--- src/core/atf_pkg.sv ---
// task file register set constants, shared by the core modules
// assumes a register port addressed by a 4-bit index from the link layer
// Function
// - error bits explain every error status
// - bad block bit7, uncorrectable bit6, zeros
// - abort bit2 on refusal or bad opcode
// - id-not-found bit4, general error bit0
// - sector count zero means 256 sectors
// - count zero on success, remainder on failure
// - block address assembled from four registers
// - unit select bit6 picks chs or lba
// - busy locks host out, hides status
// - ready clear until commands accepted
// - write fault bit5, seek complete bit4
// - transfer request bit3 while data pending
// - corrected bit2, read continues
// - error bit0, bit1 always zero
// - status read clears interrupt, aux not
// - bit7 selects previous value readback
// - soft reset held while bit2 set
// - bit1 active-low interrupt enable, zero reset
// - control bits 6..3 and 0 ignored
// - unit address bit6 write, inverted heads
// - unit address bits 1,0 select low
package atf_pkg;
    localparam logic [3:0] ATF_IDX_DATA    = 4'h0;
    localparam logic [3:0] ATF_IDX_ERRFEAT = 4'h1;
    localparam logic [3:0] ATF_IDX_COUNT   = 4'h2;
    localparam logic [3:0] ATF_IDX_ADDR0   = 4'h3;
    localparam logic [3:0] ATF_IDX_ADDR1   = 4'h4;
    localparam logic [3:0] ATF_IDX_ADDR2   = 4'h5;
    localparam logic [3:0] ATF_IDX_UNIT    = 4'h6;
    localparam logic [3:0] ATF_IDX_STATE   = 4'h7;
    localparam logic [3:0] ATF_IDX_CTRL    = 4'h8;
    localparam logic [3:0] ATF_IDX_AUX     = 4'h9;
    localparam logic [3:0] ATF_IDX_UADDR   = 4'ha;
    localparam int ATF_ERR_BAD   = 7;
    localparam int ATF_ERR_UNCOR = 6;
    localparam int ATF_ERR_NOID  = 4;
    localparam int ATF_ERR_ABORT = 2;
    localparam int ATF_ERR_GEN   = 0;
    localparam int ATF_ST_BUSY   = 7;
    localparam int ATF_ST_RDY    = 6;
    localparam int ATF_ST_WF     = 5;
    localparam int ATF_ST_SC     = 4;
    localparam int ATF_ST_REQ    = 3;
    localparam int ATF_ST_FIXED  = 2;
    localparam int ATF_ST_ERR    = 0;
    localparam int ATF_CTL_PREV  = 7;
    localparam int ATF_CTL_SRST  = 2;
    localparam int ATF_CTL_MASK  = 1;
    localparam int ATF_UNIT_LBA  = 6;
    localparam int ATF_UNIT_NUM  = 4;
    localparam logic [7:0] ATF_UNIT_RST  = 8'ha0;
    localparam logic [7:0] ATF_CTRL_RST  = 8'h00;
    localparam logic [8:0] ATF_FULL_CNT  = 9'h100;
    localparam int ATF_DATA_W    = 16;
    localparam int ATF_FIFO_D    = 4;
    typedef enum logic [1:0] {
        ATF_IDLE, ATF_XFER, ATF_DONE
    } atf_phase_t;
endpackage : atf_pkg

--- src/core/atf_stream_if.sv ---
// valid/ready data path between the register file and the fifo
// assumes one clock shared by both ends
interface atf_stream_if #(parameter int W = 16);
    logic         valid;
    logic         ready;
    logic [W-1:0] data;
    modport src (output valid, output data, input ready);
    modport snk (input valid, input data, output ready);
endinterface : atf_stream_if

--- src/core/atf_fifo.sv ---
// small flip-flop fifo with valid/ready on both sides
// assumes a synchronous active-low reset
module atf_fifo #(
    parameter int W = 16,
    parameter int D = 4
) (
    input wire logic clock,
    input wire logic rst_b,
    atf_stream_if.snk in_s,
    atf_stream_if.src out_s
);
    localparam int AW = $clog2(D);
    logic [W-1:0] mem_reg [D];
    logic [AW-1:0] wr_reg, rd_reg;
    logic [AW:0]   cnt_reg;
    wire push = in_s.valid && in_s.ready;
    wire pop  = out_s.valid && out_s.ready;
    assign in_s.ready  = (cnt_reg != (AW+1)'(D));
    assign out_s.valid = (cnt_reg != '0);
    assign out_s.data  = mem_reg[rd_reg];
    always_ff @(posedge clock) begin
        if (!rst_b) begin
            wr_reg  <= '0;
            rd_reg  <= '0;
            cnt_reg <= '0;
        end else begin
            if (push) wr_reg <= AW'((wr_reg + 1'b1) % D);
            if (pop) rd_reg <= AW'((rd_reg + 1'b1) % D);
            cnt_reg <= cnt_reg + (AW+1)'(push) - (AW+1)'(pop);
        end
    end
    always_ff @(posedge clock) begin
        if (push) mem_reg[wr_reg] <= in_s.data;
    end
endmodule : atf_fifo

--- src/core/atf_task_file.sv ---
// task file register set of the storage device
// assumes the link layer presents decoded register accesses on clock
module atf_task_file
    import atf_pkg::*;
(
    input  wire logic        clock,
    input  wire logic        rst_b,
    input  wire logic        reg_wr,
    input  wire logic        reg_rd,
    input  wire logic [3:0]  reg_idx,
    input  wire logic [15:0] reg_wdata,
    output logic      [15:0] reg_rdata,
    output logic             reg_wr_ready,
    output logic      [15:0] core_wdata,
    output logic             core_wvalid,
    input  wire logic        core_wready,
    input  wire logic        core_ready,
    input  wire logic        core_busy,
    input  wire logic        core_xfer,
    input  wire logic        core_writing,
    input  wire logic        core_done,
    input  wire logic        core_fail,
    input  wire logic        core_sector,
    input  wire logic        ev_bad_block,
    input  wire logic        ev_uncorrectable,
    input  wire logic        ev_id_missing,
    input  wire logic        ev_aborted,
    input  wire logic        ev_general,
    input  wire logic        ev_write_fault,
    input  wire logic        ev_corrected,
    input  wire logic        ev_irq,
    output logic             cmd_start,
    output logic             lba_mode,
    output logic      [27:0] block_addr,
    output logic      [8:0]  sectors_req,
    output logic      [7:0]  feature_out,
    output logic             soft_reset,
    output logic             intrq
);
    ////////////////////////////////////////////////////////////////////
    logic [7:0] err_reg, feat_reg;
    logic [7:0] cnt_reg, a0_reg, a1_reg, a2_reg, unit_reg;
    logic [7:0] cnt_prev_reg, a0_prev_reg, a1_prev_reg, a2_prev_reg;
    logic [7:0] unit_prev_reg, ctrl_reg;
    logic wf_reg, corrected_error_flag_reg, errst_reg, pend_reg;
    atf_phase_t phase_reg, phase_next;

    atf_stream_if #(.W(ATF_DATA_W)) fin();
    atf_stream_if #(.W(ATF_DATA_W)) fout();

    atf_fifo #(.W(ATF_DATA_W), .D(ATF_FIFO_D)) u_fifo (
        .clock (clock),
        .rst_b (rst_b),
        .in_s  (fin),
        .out_s (fout)
    );

    ////////////////////////////////////////////////////////////////////
    wire wr_data  = reg_wr && (reg_idx == ATF_IDX_DATA);
    wire wr_feat  = reg_wr && (reg_idx == ATF_IDX_ERRFEAT);
    wire wr_cnt   = reg_wr && (reg_idx == ATF_IDX_COUNT);
    wire wr_a0    = reg_wr && (reg_idx == ATF_IDX_ADDR0);
    wire wr_a1    = reg_wr && (reg_idx == ATF_IDX_ADDR1);
    wire wr_a2    = reg_wr && (reg_idx == ATF_IDX_ADDR2);
    wire wr_unit  = reg_wr && (reg_idx == ATF_IDX_UNIT);
    wire wr_cmd   = reg_wr && (reg_idx == ATF_IDX_STATE);
    wire wr_ctrl  = reg_wr && (reg_idx == ATF_IDX_CTRL);
    wire rd_state = reg_rd && (reg_idx == ATF_IDX_STATE);
    // busy locks the host out of the command block
    wire host_ok  = !core_busy;
    wire blk_wr   = host_ok && (wr_feat || wr_cnt || wr_a0 || wr_a1 ||
                    wr_a2 || wr_unit || wr_cmd);
    wire prev_sel = ctrl_reg[ATF_CTL_PREV];

    // data words go to the core through the fifo; back-pressure shows
    assign fin.valid      = wr_data && host_ok && core_xfer;
    assign fin.data       = reg_wdata;
    assign reg_wr_ready   = fin.ready;
    assign core_wvalid    = fout.valid;
    assign core_wdata     = fout.data;
    assign fout.ready     = core_wready;

    ////////////////////////////////////////////////////////////////////
    // sticky error causes; cleared when the next command starts
    wire [7:0] err_new = {ev_bad_block, ev_uncorrectable, 1'b0,
                          ev_id_missing, 1'b0, ev_aborted, 1'b0,
                          ev_general};
    wire any_err = |err_new;
    wire [7:0] err_next = (wr_cmd && host_ok) ? err_new
                                             : (err_reg | err_new);

    // remaining-sector bookkeeping
    wire [8:0] cnt_full = (cnt_reg == 8'h00) ? ATF_FULL_CNT
                                             : {1'b0, cnt_reg};
    // sectors only count down while a command is running
    wire in_xfer = (phase_reg == ATF_XFER);
    wire [7:0] cnt_dec = (in_xfer && core_sector && cnt_reg != 8'h00)
                         ? cnt_reg - 8'h01 : cnt_reg;
    // success leaves zero, failure leaves the remainder
    wire [7:0] cnt_next = core_done ? 8'h00 : cnt_dec;

    ////////////////////////////////////////////////////////////////////
    always_comb begin
        phase_next = phase_reg;
        case (phase_reg)
            ATF_IDLE: if (wr_cmd && host_ok) phase_next = ATF_XFER;
            ATF_XFER: if (core_done || core_fail) phase_next = ATF_DONE;
            ATF_DONE: if (wr_cmd && host_ok) phase_next = ATF_XFER;
            default:  phase_next = ATF_IDLE;
        endcase
    end

    wire srst = ctrl_reg[ATF_CTL_SRST];
    assign soft_reset = srst;

    always_ff @(posedge clock) begin
        if (!rst_b || srst) begin
            phase_reg <= ATF_IDLE;
            err_reg   <= 8'h00;
            wf_reg    <= 1'b0;
            corrected_error_flag_reg  <= 1'b0;
            errst_reg <= 1'b0;
            pend_reg  <= 1'b0;
        end else begin
            phase_reg <= phase_next;
            err_reg   <= err_next;
            // error status set together with its cause bits
            errst_reg <= any_err | (errst_reg & ~(wr_cmd & host_ok));
            wf_reg    <= ev_write_fault | (wf_reg & ~(wr_cmd & host_ok));
            // correction flags only; the read keeps going
            corrected_error_flag_reg  <= ev_corrected | (corrected_error_flag_reg & ~(wr_cmd & host_ok));
            // a new event wins over the clearing status read
            pend_reg  <= ev_irq | (pend_reg & ~rd_state);
        end
    end

    ////////////////////////////////////////////////////////////////////
    // previous-value copies follow each write of the register
    always_ff @(posedge clock) begin
        if (!rst_b) begin
            cnt_reg  <= 8'h00;
            a0_reg   <= 8'h00;
            a1_reg   <= 8'h00;
            a2_reg   <= 8'h00;
            unit_reg <= ATF_UNIT_RST;
            feat_reg <= 8'h00;
            cnt_prev_reg  <= 8'h00;
            a0_prev_reg   <= 8'h00;
            a1_prev_reg   <= 8'h00;
            a2_prev_reg   <= 8'h00;
            unit_prev_reg <= ATF_UNIT_RST;
        end else if (host_ok && reg_wr) begin
            if (wr_feat) feat_reg <= reg_wdata[7:0];
            if (wr_cnt) begin
                cnt_prev_reg <= cnt_reg;
                cnt_reg      <= reg_wdata[7:0];
            end
            if (wr_a0) begin
                a0_prev_reg <= a0_reg;
                a0_reg      <= reg_wdata[7:0];
            end
            if (wr_a1) begin
                a1_prev_reg <= a1_reg;
                a1_reg      <= reg_wdata[7:0];
            end
            if (wr_a2) begin
                a2_prev_reg <= a2_reg;
                a2_reg      <= reg_wdata[7:0];
            end
            if (wr_unit) begin
                unit_prev_reg <= unit_reg;
                // host must write 1x1 0; the unit bit is stored as given
                unit_reg      <= reg_wdata[7:0];
            end
        end else begin
            cnt_reg <= cnt_next;
        end
    end

    // only readback select, soft reset and mask kept; 6..3, 0 dropped
    wire [7:0] ctrl_w = {reg_wdata[ATF_CTL_PREV], 4'h0,
                         reg_wdata[ATF_CTL_SRST],
                         reg_wdata[ATF_CTL_MASK], 1'b0};
    always_ff @(posedge clock) begin
        if (!rst_b) begin
            ctrl_reg <= ATF_CTRL_RST;
        end else if (wr_ctrl) begin
            ctrl_reg <= ctrl_w;
        end else if (blk_wr) begin
            ctrl_reg[ATF_CTL_PREV] <= 1'b0;
        end else if (srst) begin
            ctrl_reg[ATF_CTL_MASK] <= 1'b0;
        end
    end

    ////////////////////////////////////////////////////////////////////
    assign lba_mode    = unit_reg[ATF_UNIT_LBA];
    assign block_addr  = {unit_reg[3:0], a2_reg, a1_reg, a0_reg};
    assign sectors_req = cnt_full;
    assign feature_out = feat_reg;
    assign cmd_start   = wr_cmd && host_ok;
    // masked interrupt leaves the pending flag untouched
    assign intrq = pend_reg && !ctrl_reg[ATF_CTL_MASK];

    wire rdy_now = core_ready && !srst;
    wire [7:0] st_val = core_busy ? 8'h80
        : {1'b0, rdy_now, wf_reg, rdy_now,
           core_xfer, corrected_error_flag_reg, 1'b0, errst_reg};
    wire [7:0] ua_val = {1'b0, !core_writing, ~unit_reg[3:0],
                         ~unit_reg[ATF_UNIT_NUM],
                         unit_reg[ATF_UNIT_NUM]};
    wire [7:0] sel_cnt  = prev_sel ? cnt_prev_reg  : cnt_reg;
    wire [7:0] sel_a0   = prev_sel ? a0_prev_reg   : a0_reg;
    wire [7:0] sel_a1   = prev_sel ? a1_prev_reg   : a1_reg;
    wire [7:0] sel_a2   = prev_sel ? a2_prev_reg   : a2_reg;
    wire [7:0] sel_unit = prev_sel ? unit_prev_reg : unit_reg;

    logic [7:0] rd_mux;
    always_comb begin
        case (reg_idx)
            ATF_IDX_ERRFEAT: rd_mux = err_reg;
            ATF_IDX_COUNT:   rd_mux = sel_cnt;
            ATF_IDX_ADDR0:   rd_mux = sel_a0;
            ATF_IDX_ADDR1:   rd_mux = sel_a1;
            ATF_IDX_ADDR2:   rd_mux = sel_a2;
            ATF_IDX_UNIT:    rd_mux = sel_unit;
            ATF_IDX_STATE:   rd_mux = st_val;
            ATF_IDX_AUX:     rd_mux = st_val;
            ATF_IDX_UADDR:   rd_mux = ua_val;
            default:         rd_mux = 8'h00;
        endcase
    end

    // read data registered; reads of data port return zero here
    always_ff @(posedge clock) begin
        if (!rst_b) begin
            reg_rdata <= 16'h0000;
        end else if (reg_rd) begin
            reg_rdata <= {8'h00, rd_mux};
        end
    end
endmodule : atf_task_file

--- config.mk ---
export PLATFORM = sky130hd
export DESIGN_NAME = atf_task_file
export DESIGN_NICKNAME = d
export VERILOG_FILES = /design/src/core/atf_pkg.sv /design/src/core/atf_stream_if.sv /design/src/core/atf_fifo.sv /design/src/core/atf_task_file.sv
export SDC_FILE = /design/constraint.sdc
export NUM_CORES = 1
export LEC_CHECK = 0
export BUFFER_PORTS_ARGS = -buffer_cell sky130_fd_sc_hd__buf_2
export CAP_MARGIN = 20
export CORE_ASPECT_RATIO = 1.25
export CORE_MARGIN = 2
export CORE_UTILIZATION = 25
export CTS_CLUSTER_DIAMETER = 40
export DETAILED_ROUTE_END_ITERATION = 10
export PLACE_DENSITY_LB_ADDON = 0.08
export SLEW_MARGIN = 20
export SYNTH_ARGS = -nofsm -noshare
export SYNTH_HDL_FRONTEND = slang
export SYNTH_SLANG_ARGS = --single-unit
--- constraint.sdc ---
create_clock -name clock -period 4.8 [get_ports clock]
set_input_delay 0.24 -clock clock [delete_from_list [all_inputs] [get_ports clock]]
set_output_delay 0.24 -clock clock [all_outputs]
set_load 0.02 [all_outputs]
==> out/results.ini, run 1 <==
[route]
vias_per_cell=4.54
firstDrtPassIters=6
routed_wl_microns=25300
avgRoutedWirePerCell_microns=19.4
ant_nets=0
drc=0
via_count=5924
initialDrtViolationCount=282

[critical_path]
r2r_slack_ns=2.27
crit_family=flip-flops
crit_cells=5
cp_cell_sequence=buf_4 -> mux2i_1 -> o21ai_0 -> a311oi_1 -> o21ai_0
crit_arrival_ns=2.85
worstPathRequired_ns=5.12
critPathKind=flop to flop
crit_path_end_kind=flop
critPathMaxStageDelay_ns=1.01
r2r_cells=5
cp-start-kind=flop
cpMostUsedCell=o21ai_0
crit_fanout=31
path_buf_inv=1
crit_path_top_delay_cell=dfxtp_2

[final_layout]
drive_gt1_frac=0.202
largest_reg_flops=64
nets=928
syn2layout_area_growth_pct=18.6
fillCellCount=3375
fin_util=0.302
antenna_cells=0

[sta]
final_hold_viol_count=0
tightest_slew_ns=1.07
fin_tns_setup_ns=0
fmax_ghz=0.396
relSlewSlack=0.285
layout_min_cycle_time_ns=2.53
maxSlewViolCount=0
min_period_over_period=0.526
holdWs_ns=0.0218
final-setup-viol-count=0
skew_ns=0.0114
fin_ws_ns=2.27
rsz0062_at_grt=no

[synth]
yosys_warnings=0
synth.area.top_cells=dfxtp_1, edfxtp_1, nand2_1
synth_flop_cell=dfxtp_1
synthCells=797
synth-edff-count=64
ys_seq_area_frac=0.528
synth_top_area_frac=0.292
ys_types=57
async_flop_share=0
synth-seq-cells=183
yosys.area.top_type=dfxtp_1
syn_area_sq_um=8150
postSynthAreaPerCell_sq_um=10.2

[cts]
cts_setup_buffers=0
insertion_delay_ns=0.44
cts_root_buf=clkbuf_16
clk_pin_slew_ns=0.08
clockBufferDepth=2
cts_resized=0
numCtsBuffers=17
cts_num_sinks=183
cts_tree=yes
h-tree-depth=4

[min_path]
hp-class=input pin to flop
whs_path_depth=3

[global_routing]
grt_start_max_net_pins=61
grt_remaining_overflow=0
grt_pass1_wl_microns=38200
grtUsageTotal=0.153
antenna_found_initial=0
grt_pass1_vias=5957

[outcome]
run_status=finished clean

[floorplan]
coreArea_sq_um=32000
ioPinCount=123
die_x_microns=165
rows=73
die_area_sq_um=34100
die_h_microns=206
start_util=0.255

[flow_run]
maxCapViolCount=0

[placed_design]
gp_congestion=0.750
port_buffers=114
hpwl_microns=17500
place_worst_setup_slack_ns=2.01

[pwr]
leakagePower_nw=3.40
power_density_nw_per_um2=389
peakVddDrop_uv=189

==> stage by stage <==
step                std cells  total power [mW]  cell area (sq um)
CTS                      1304              3.82               9660
global route             1304              3.94               9660
floorplan                 804              2.12               8180
finish                   1304              3.76               9660
global placement         1266              2.32               8980
detailed placement       1266              2.32               8980
==> cells in the mapped netlist (6+ instances only) <==
library cell    n
nand2_1       166
dfxtp_1       119
a21boi_0       76
edfxtp_1       64
clkbuf_1       47
mux2i_1        42
nor2_1         40
a21oi_1        25
nand3_1        17
mux4_2         16
nor2b_1        16
inv_1          14
o21ai_0        14
o22ai_1        14
buf_4          13
and2_1         12
ha_1            8
nor3_1          6
xnor2_1         6
==> layer usage <==
metal | vias up | share of wire | global-route usage
met5 | - | 0 | 0
met4 | 0 | 0.012 | 0.0416
met3 | 20 | 0.035 | 0.0273
met2 | 134 | 0.48 | 0.251
met1 | 2837 | 0.47 | 0.208
li1 | 2933 | - | -
==> what timing repair did <==
action	CTS	global route
hold buffers	6	0
endpoints found under the setup margin	0	0
hold endpoints to repair	13	0
==> worst reg2reg max path, cell delays in order (launching register included) <==
cell and delay [ns]:
dfxtp_2 1.01, buf_4 0.39, mux2i_1 0.38, o21ai_0 0.15
a311oi_1 0.35, o21ai_0 0.13
==> logic make-up after synthesis <==
family / share of synthesized area
AND/OR/NAND/NOR: 0.162
flip-flops: 0.528
adder cells (fa/ha/maj): 0.0147
buffers and inverters: 0.0487
AO/OA/AOI/OAI: 0.139
other: 0.000460
XOR/XNOR: 0.0107
multiplexers: 0.0958
==> report_power, final <==
group | total (mW) | internal [mW] | switching [mW]
logic | 0.576 | 0.246 | 0.330
clock network | 1.49 | 0.835 | 0.658
registers | 1.69 | 1.64 | 0.0497
total | 3.76 | 2.72 | 1.04
==> cells in the final DEF (no fill, tap or decap), types with 7 or more instances in the layout <==
cell type    n
nand2_1    166
dfxtp_1    118
buf_2      114
a21boi_0    76
edfxtp_1    64
mux2i_1     42
nor2_1      38
a21oi_1     25
nand3_1     17
clkbuf_16   17
nor2b_1     16
mux4_2      16
inv_1       14
o22ai_1     14
o21ai_0     14
and2_1      12
ha_1         8
conb_1       8
buf_4        7
==> path summary, 6_finish.rpt <==
| check | start | to |
|---|---|---|
| worst max-delay path | ctrl_reg[7] | reg_rdata[1] |
| worst min-delay path | ev_irq | pend_reg |
| worst max register to register | ctrl_reg[7] | reg_rdata[1] |
| worst min register to register | feature_out[6] | feature_out[6] |
==> area by class of cell <==
class / instances / area, sq um / area share
Clock buffer: 17 / 425 / 0.0440
Clock inverter: 15 / 196 / 0.0203
Inverter: 14 / 52.6 / 0.00544
Multi-Input combinational cell: 536 / 3490 / 0.361
Sequential cell: 183 / 4310 / 0.445
Tap cell: 412 / 515 / 0.0533
Timing Repair Buffer: 127 / 683 / 0.0707
(Power assumes the default switching activity.)
==> run 2: changes to the inputs <==
- clock period: 4.8 -> 2.58 ns (I/O delays scaled with it)
==> run 2 against run 1 <==
Net effect:
- register-to-register slack worse by 2.1 ns
- worst setup slack got worse by 2.1 ns
- critical path depth up 5
- combinational power rose by 94%
- power is 83% higher
- routed wire length rose by 0.12%
- non-clock buffer count increased by 30
- cell count grew 2.3%
- final area is 2.5% higher
- maximum frequency is 4.7% higher
- core utilization increased by 0.75 points
==> out/results.ini, run 2 (synthesis results as in run 1) <==
[outcome]
run_status=finished clean

[cts]
h-tree-depth=4
cts_num_sinks=183
clk_pin_slew_ns=0.08
clockBufferDepth=2
cts_root_buf=clkbuf_16
numCtsBuffers=17
cts_setup_buffers=0
cts_tree=yes
insertion_delay_ns=0.44

[global_routing]
grt_pass1_vias=6148
grt_start_max_net_pins=60
grtUsageTotal=0.153
antenna_found_initial=0
grt_pass1_wl_microns=38400
grt_remaining_overflow=0

[final_layout]
fin_util=0.310
multi_input_area_sq_um=3490
final_common_cell=nand2_1
drive_gt1_frac=0.218
seq_area_sq_um=4310
syn2layout_area_growth_pct=21.5
largest_reg_flops=64
final_cells=1334
antenna_cells=0
final_cell_mix=nand2_1, dfxtp_1, buf_2
nets=958
fillCellCount=3378

[pwr]
p_total_mw=6.87
leakagePower_nw=3.54
peakVddDrop_uv=284
power_density_nw_per_um2=694

[sta]
layout_min_cycle_time_ns=2.41
fmax_ghz=0.415
tightest_slew_ns=0.546
min_period_over_period=0.934
fin_ws_ns=0.169
skew_ns=0.0180
maxSlewViolCount=0
relSlewSlack=0.636
final-setup-viol-count=0
fin_tns_setup_ns=0
rsz0062_at_grt=no
final_hold_viol_count=0

[route]
avgRoutedWirePerCell_microns=19.0
ant_nets=0
initialDrtViolationCount=233
drc=0
firstDrtPassIters=4
via_count=6038
vias_per_cell=4.53
routed_wl_microns=25300

[floorplan]
coreArea_sq_um=32000
ioPinCount=123
die_area_sq_um=34100
start_util=0.255
die_h_microns=206
rows=73
die_x_microns=165

[critical_path]
critPathKind=flop to flop
crit_arrival_ns=2.75
crit_fanout=4
cp-start-kind=flop
r2r-start=u_fifo.cnt_reg[1]
crit_path_end_kind=flop
worstPathRequired_ns=2.92
startpoint=u_fifo.cnt_reg[1]

[placed_design]
hpwl_microns=17300
placedCellCount=1285
place_worst_setup_slack_ns=0.212
gp_congestion=0.720
port_buffers=114

[flow_run]
maxCapViolCount=0

[min_path]
hp-start=core_xfer
hp-class=input pin to flop

run 2: cell count changes in the layout (fill, tap and decap cells not counted), sizes merged:
cell,delta
clkinvlp,-1
dlygate4sd3,+11
bufinv,-2
inv,+3
buf,+19
run 2: power by group:
group / internal (mW) / switching, mW
sequential: 3.05 / 0.0710
clock: 1.37 / 1.26
combinational: 0.489 / 0.630
total: 4.91 / 1.96
run 2: critical path, cell delays in order (launching register included):
cell and delay [ns]:
dfxtp_2 0.36, or3_1 0.36, and2_1 0.20, ha_1 0.29, inv_1 0.06, ha_1 0.13
inv_1 0.05, fa_1 0.43, xnor2_2 0.16, xnor2_1 0.12, and2_1 0.15
run 2: repair_timing:
action,in CTS,in global routing
setup endpoints to repair,0,1
resized for setup,0,3
hold endpoints to repair,43,0
hold buffers,17,0
run 2: stage by stage:
stage / area (sq um) / hold WS [ns]
2_1_floorplan: 8180 / 0.228
3_5_place_dp: 9150 / 0.352
5_1_grt: 9900 / 0.0620
6_report: 9900 / 0.0717
4_1_cts: 9890 / 0.0543
3_3_place_gp: 9150 / 0.347
run 2: cell type report:
type / instances / share of cell area
inverter: 14 / 0.00531
tap: 412 / 0.0520
clock buffer: 17 / 0.0430
sequential: 183 / 0.435
clock inverter: 15 / 0.0155
multi-input combinational: 536 / 0.352
timing repair buffer: 157 / 0.0970
run 2: path summary, 6_finish.rpt:
| kind | cells past startpoint | end | slack, ns |
|---|---|---|---|
| hold reg to reg | 2 | cnt_prev_reg[2] | 0.46 |
| hold / removal | 3 | reg_rdata[3] | 0.07 |
| setup / recovery | 10 | u_fifo.cnt_reg[2] | 0.17 |
| setup reg to reg | 10 | u_fifo.cnt_reg[2] | 0.17 |
run 2: layer usage:
layer  global-route usage  wire length, microns
met1                0.200                 11800
met2                0.259                 12400
met3               0.0313                   915
met4               0.0339                   234
met5                    0                     0
==> run 3: changes to the inputs <==
- RECOVER_POWER: default -> 50
==> run 3 against run 2 <==
Net effect:
- core utilization decreased by 0.34 points
- sequential power hardly changed
- die area is the same
- via count fell by 0.56%
- critical path depth stayed put
==> out/results.ini, run 3 (synthesis results as in run 1) <==
[final_layout]
syn2layout_area_growth_pct=20.2
drive_gt1_frac=0.136
antenna_cells=0
final_cell_mix=nand2_1, dfxtp_1, a21boi_0
largest_reg_flops=64
final_common_cell=nand2_1
nets=958
fillCellCount=3413

[min_path]
hold_end=reg_rdata[3]
whs_path_depth=3
hp-class=input pin to flop
hp-start=core_xfer

[cts]
clk_pin_slew_ns=0.08
numCtsBuffers=17
cts_tree=yes
clockBufferDepth=2
cts_setup_buffers=0
insertion_delay_ns=0.44
cts_root_buf=clkbuf_16
h-tree-depth=4
cts_num_sinks=183

[critical_path]
critPathMaxStageDelay_ns=0.43
critPathKind=flop to flop
r2r_slack_ns=0.17
crit_path_top_delay_cell=fa_1
cp_cell_sequence=or3_1 -> and2_1 -> ha_1 -> inv_1 -> ha_1 -> inv_1 -> fa_1 -> xnor2_2 -> xnor2_1 -> and2_1
r2r-start=u_fifo.cnt_reg[1]
cp-start-kind=flop
path_buf_inv=2
worstPathRequired_ns=2.92
r2r_end=u_fifo.cnt_reg[2]
crit_fanout=4
crit_family=adder cells
crit_path_end_kind=flop
crit_arrival_ns=2.75
r2r_cells=10

[pwr]
peakVddDrop_uv=283
power_switching_share=0.285
pwr-share-seq=0.455
p_switching_mw=1.95
clkPwrFrac=0.383
leakagePower_nw=3.25
power.internal_mw=4.90
power_density_nw_per_um2=700
share_comb_of_total_power=0.162

[placed_design]
port_buffers=114
gp_congestion=0.720
hpwl_microns=17300
place_worst_setup_slack_ns=0.212

[floorplan]
ioPinCount=123
rows=73
coreArea_sq_um=32000
die_area_sq_um=34100
die_x_microns=165
start_util=0.255
die_h_microns=206

[route]
vias_per_cell=4.50
routed.top_layer=met4
drc=0
firstDrtPassIters=4
dr_wl_met3_microns=893
ant_nets=0
routed_wl_microns=25300
wl_met2_microns=12400
initialDrtViolationCount=242
wl_met1_microns=11700
avgRoutedWirePerCell_microns=19.0
via_count=6004

[sta]
maxSlewViolCount=0
relSlewSlack=0.319
fin_tns_setup_ns=0
fmax_ghz=0.415
skew_ns=0.0153
layout_min_cycle_time_ns=2.41
final_hold_viol_count=0
fin_ws_ns=0.168
min_period_over_period=0.935
rsz0062_at_grt=no
tightest_slew_ns=1.02
final-setup-viol-count=0

[global_routing]
grt_pass1_vias=6148
grt_pass1_wl_microns=38400
grt_start_max_net_pins=60
antenna_found_initial=0
grt_remaining_overflow=0
grtUsageTotal=0.153

[outcome]
run_status=finished clean

[flow_run]
maxCapViolCount=0

## run 3: how the worst max path moves through the flow
stage	start	cells after the start	end
6_report	u_fifo.cnt_reg[1]	10	u_fifo.cnt_reg[2]
5_1_grt	u_fifo.cnt_reg[2]	10	u_fifo.cnt_reg[2]
4_1_cts	u_fifo.cnt_reg[2]	10	u_fifo.cnt_reg[2]
3_5_place_dp	u_fifo.cnt_reg[2]	10	u_fifo.cnt_reg[2]
3_3_place_gp	u_fifo.cnt_reg[2]	10	u_fifo.cnt_reg[2]
2_1_floorplan	u_fifo.cnt_reg[2]	10	u_fifo.cnt_reg[2]
## run 3: timing repair
action	in CTS	in global routing
gates resized for setup	0	3
endpoints found under the hold margin	43	0
endpoints found under the setup margin	0	1
hold buffers	17	0
## run 3: per-stage QoR
step	total power, mW	instance area [sq um]	util	hold WS [ns]	cells
after CTS	6.98	9890	0.310	0.0543	1334
after global placement	4.30	9150	0.286	0.347	1285
after detailed placement	4.30	9150	0.286	0.352	1285
after global routing	7.20	9790	0.306	0.0620	1334
after floorplan	3.94	8180	-	0.228	804
final	6.86	9790	0.306	0.0776	1334
## run 3: tightest hold or removal path, cell delays in order
cell and delay (ns):
buf_2 0.10, a211oi_1 0.09, a21oi_1 0.16
## run 3: metal layers
layer,GRT usage,vias to the layer above
met4,0.0339,0
met2,0.259,109
met1,0.200,2895
met3,0.0313,13
met5,0,-
li1,-,2987
## run 3: area by class of cell
class | count | area [sq um] | area share
inverter | 14 | 52.6 | 0.00537
multi-input combinational | 536 | 3480 | 0.356
sequential | 183 | 4310 | 0.440
timing repair buffer | 157 | 857 | 0.0875
clock buffer | 17 | 425 | 0.0434
tap | 412 | 515 | 0.0526
clock inverter | 15 | 154 | 0.0157
## run 3: power groups by stage
stage / Combinational, mW / Clock [mW] / Sequential, mW
2_1_floorplan: 0.777 / 0 / 3.16
3_3_place_gp: 1.12 / 0 / 3.18
3_5_place_dp: 1.11 / 0 / 3.18
4_1_cts: 1.14 / 2.72 / 3.12
5_1_grt: 1.23 / 2.83 / 3.13
6_report: 1.11 / 2.62 / 3.12
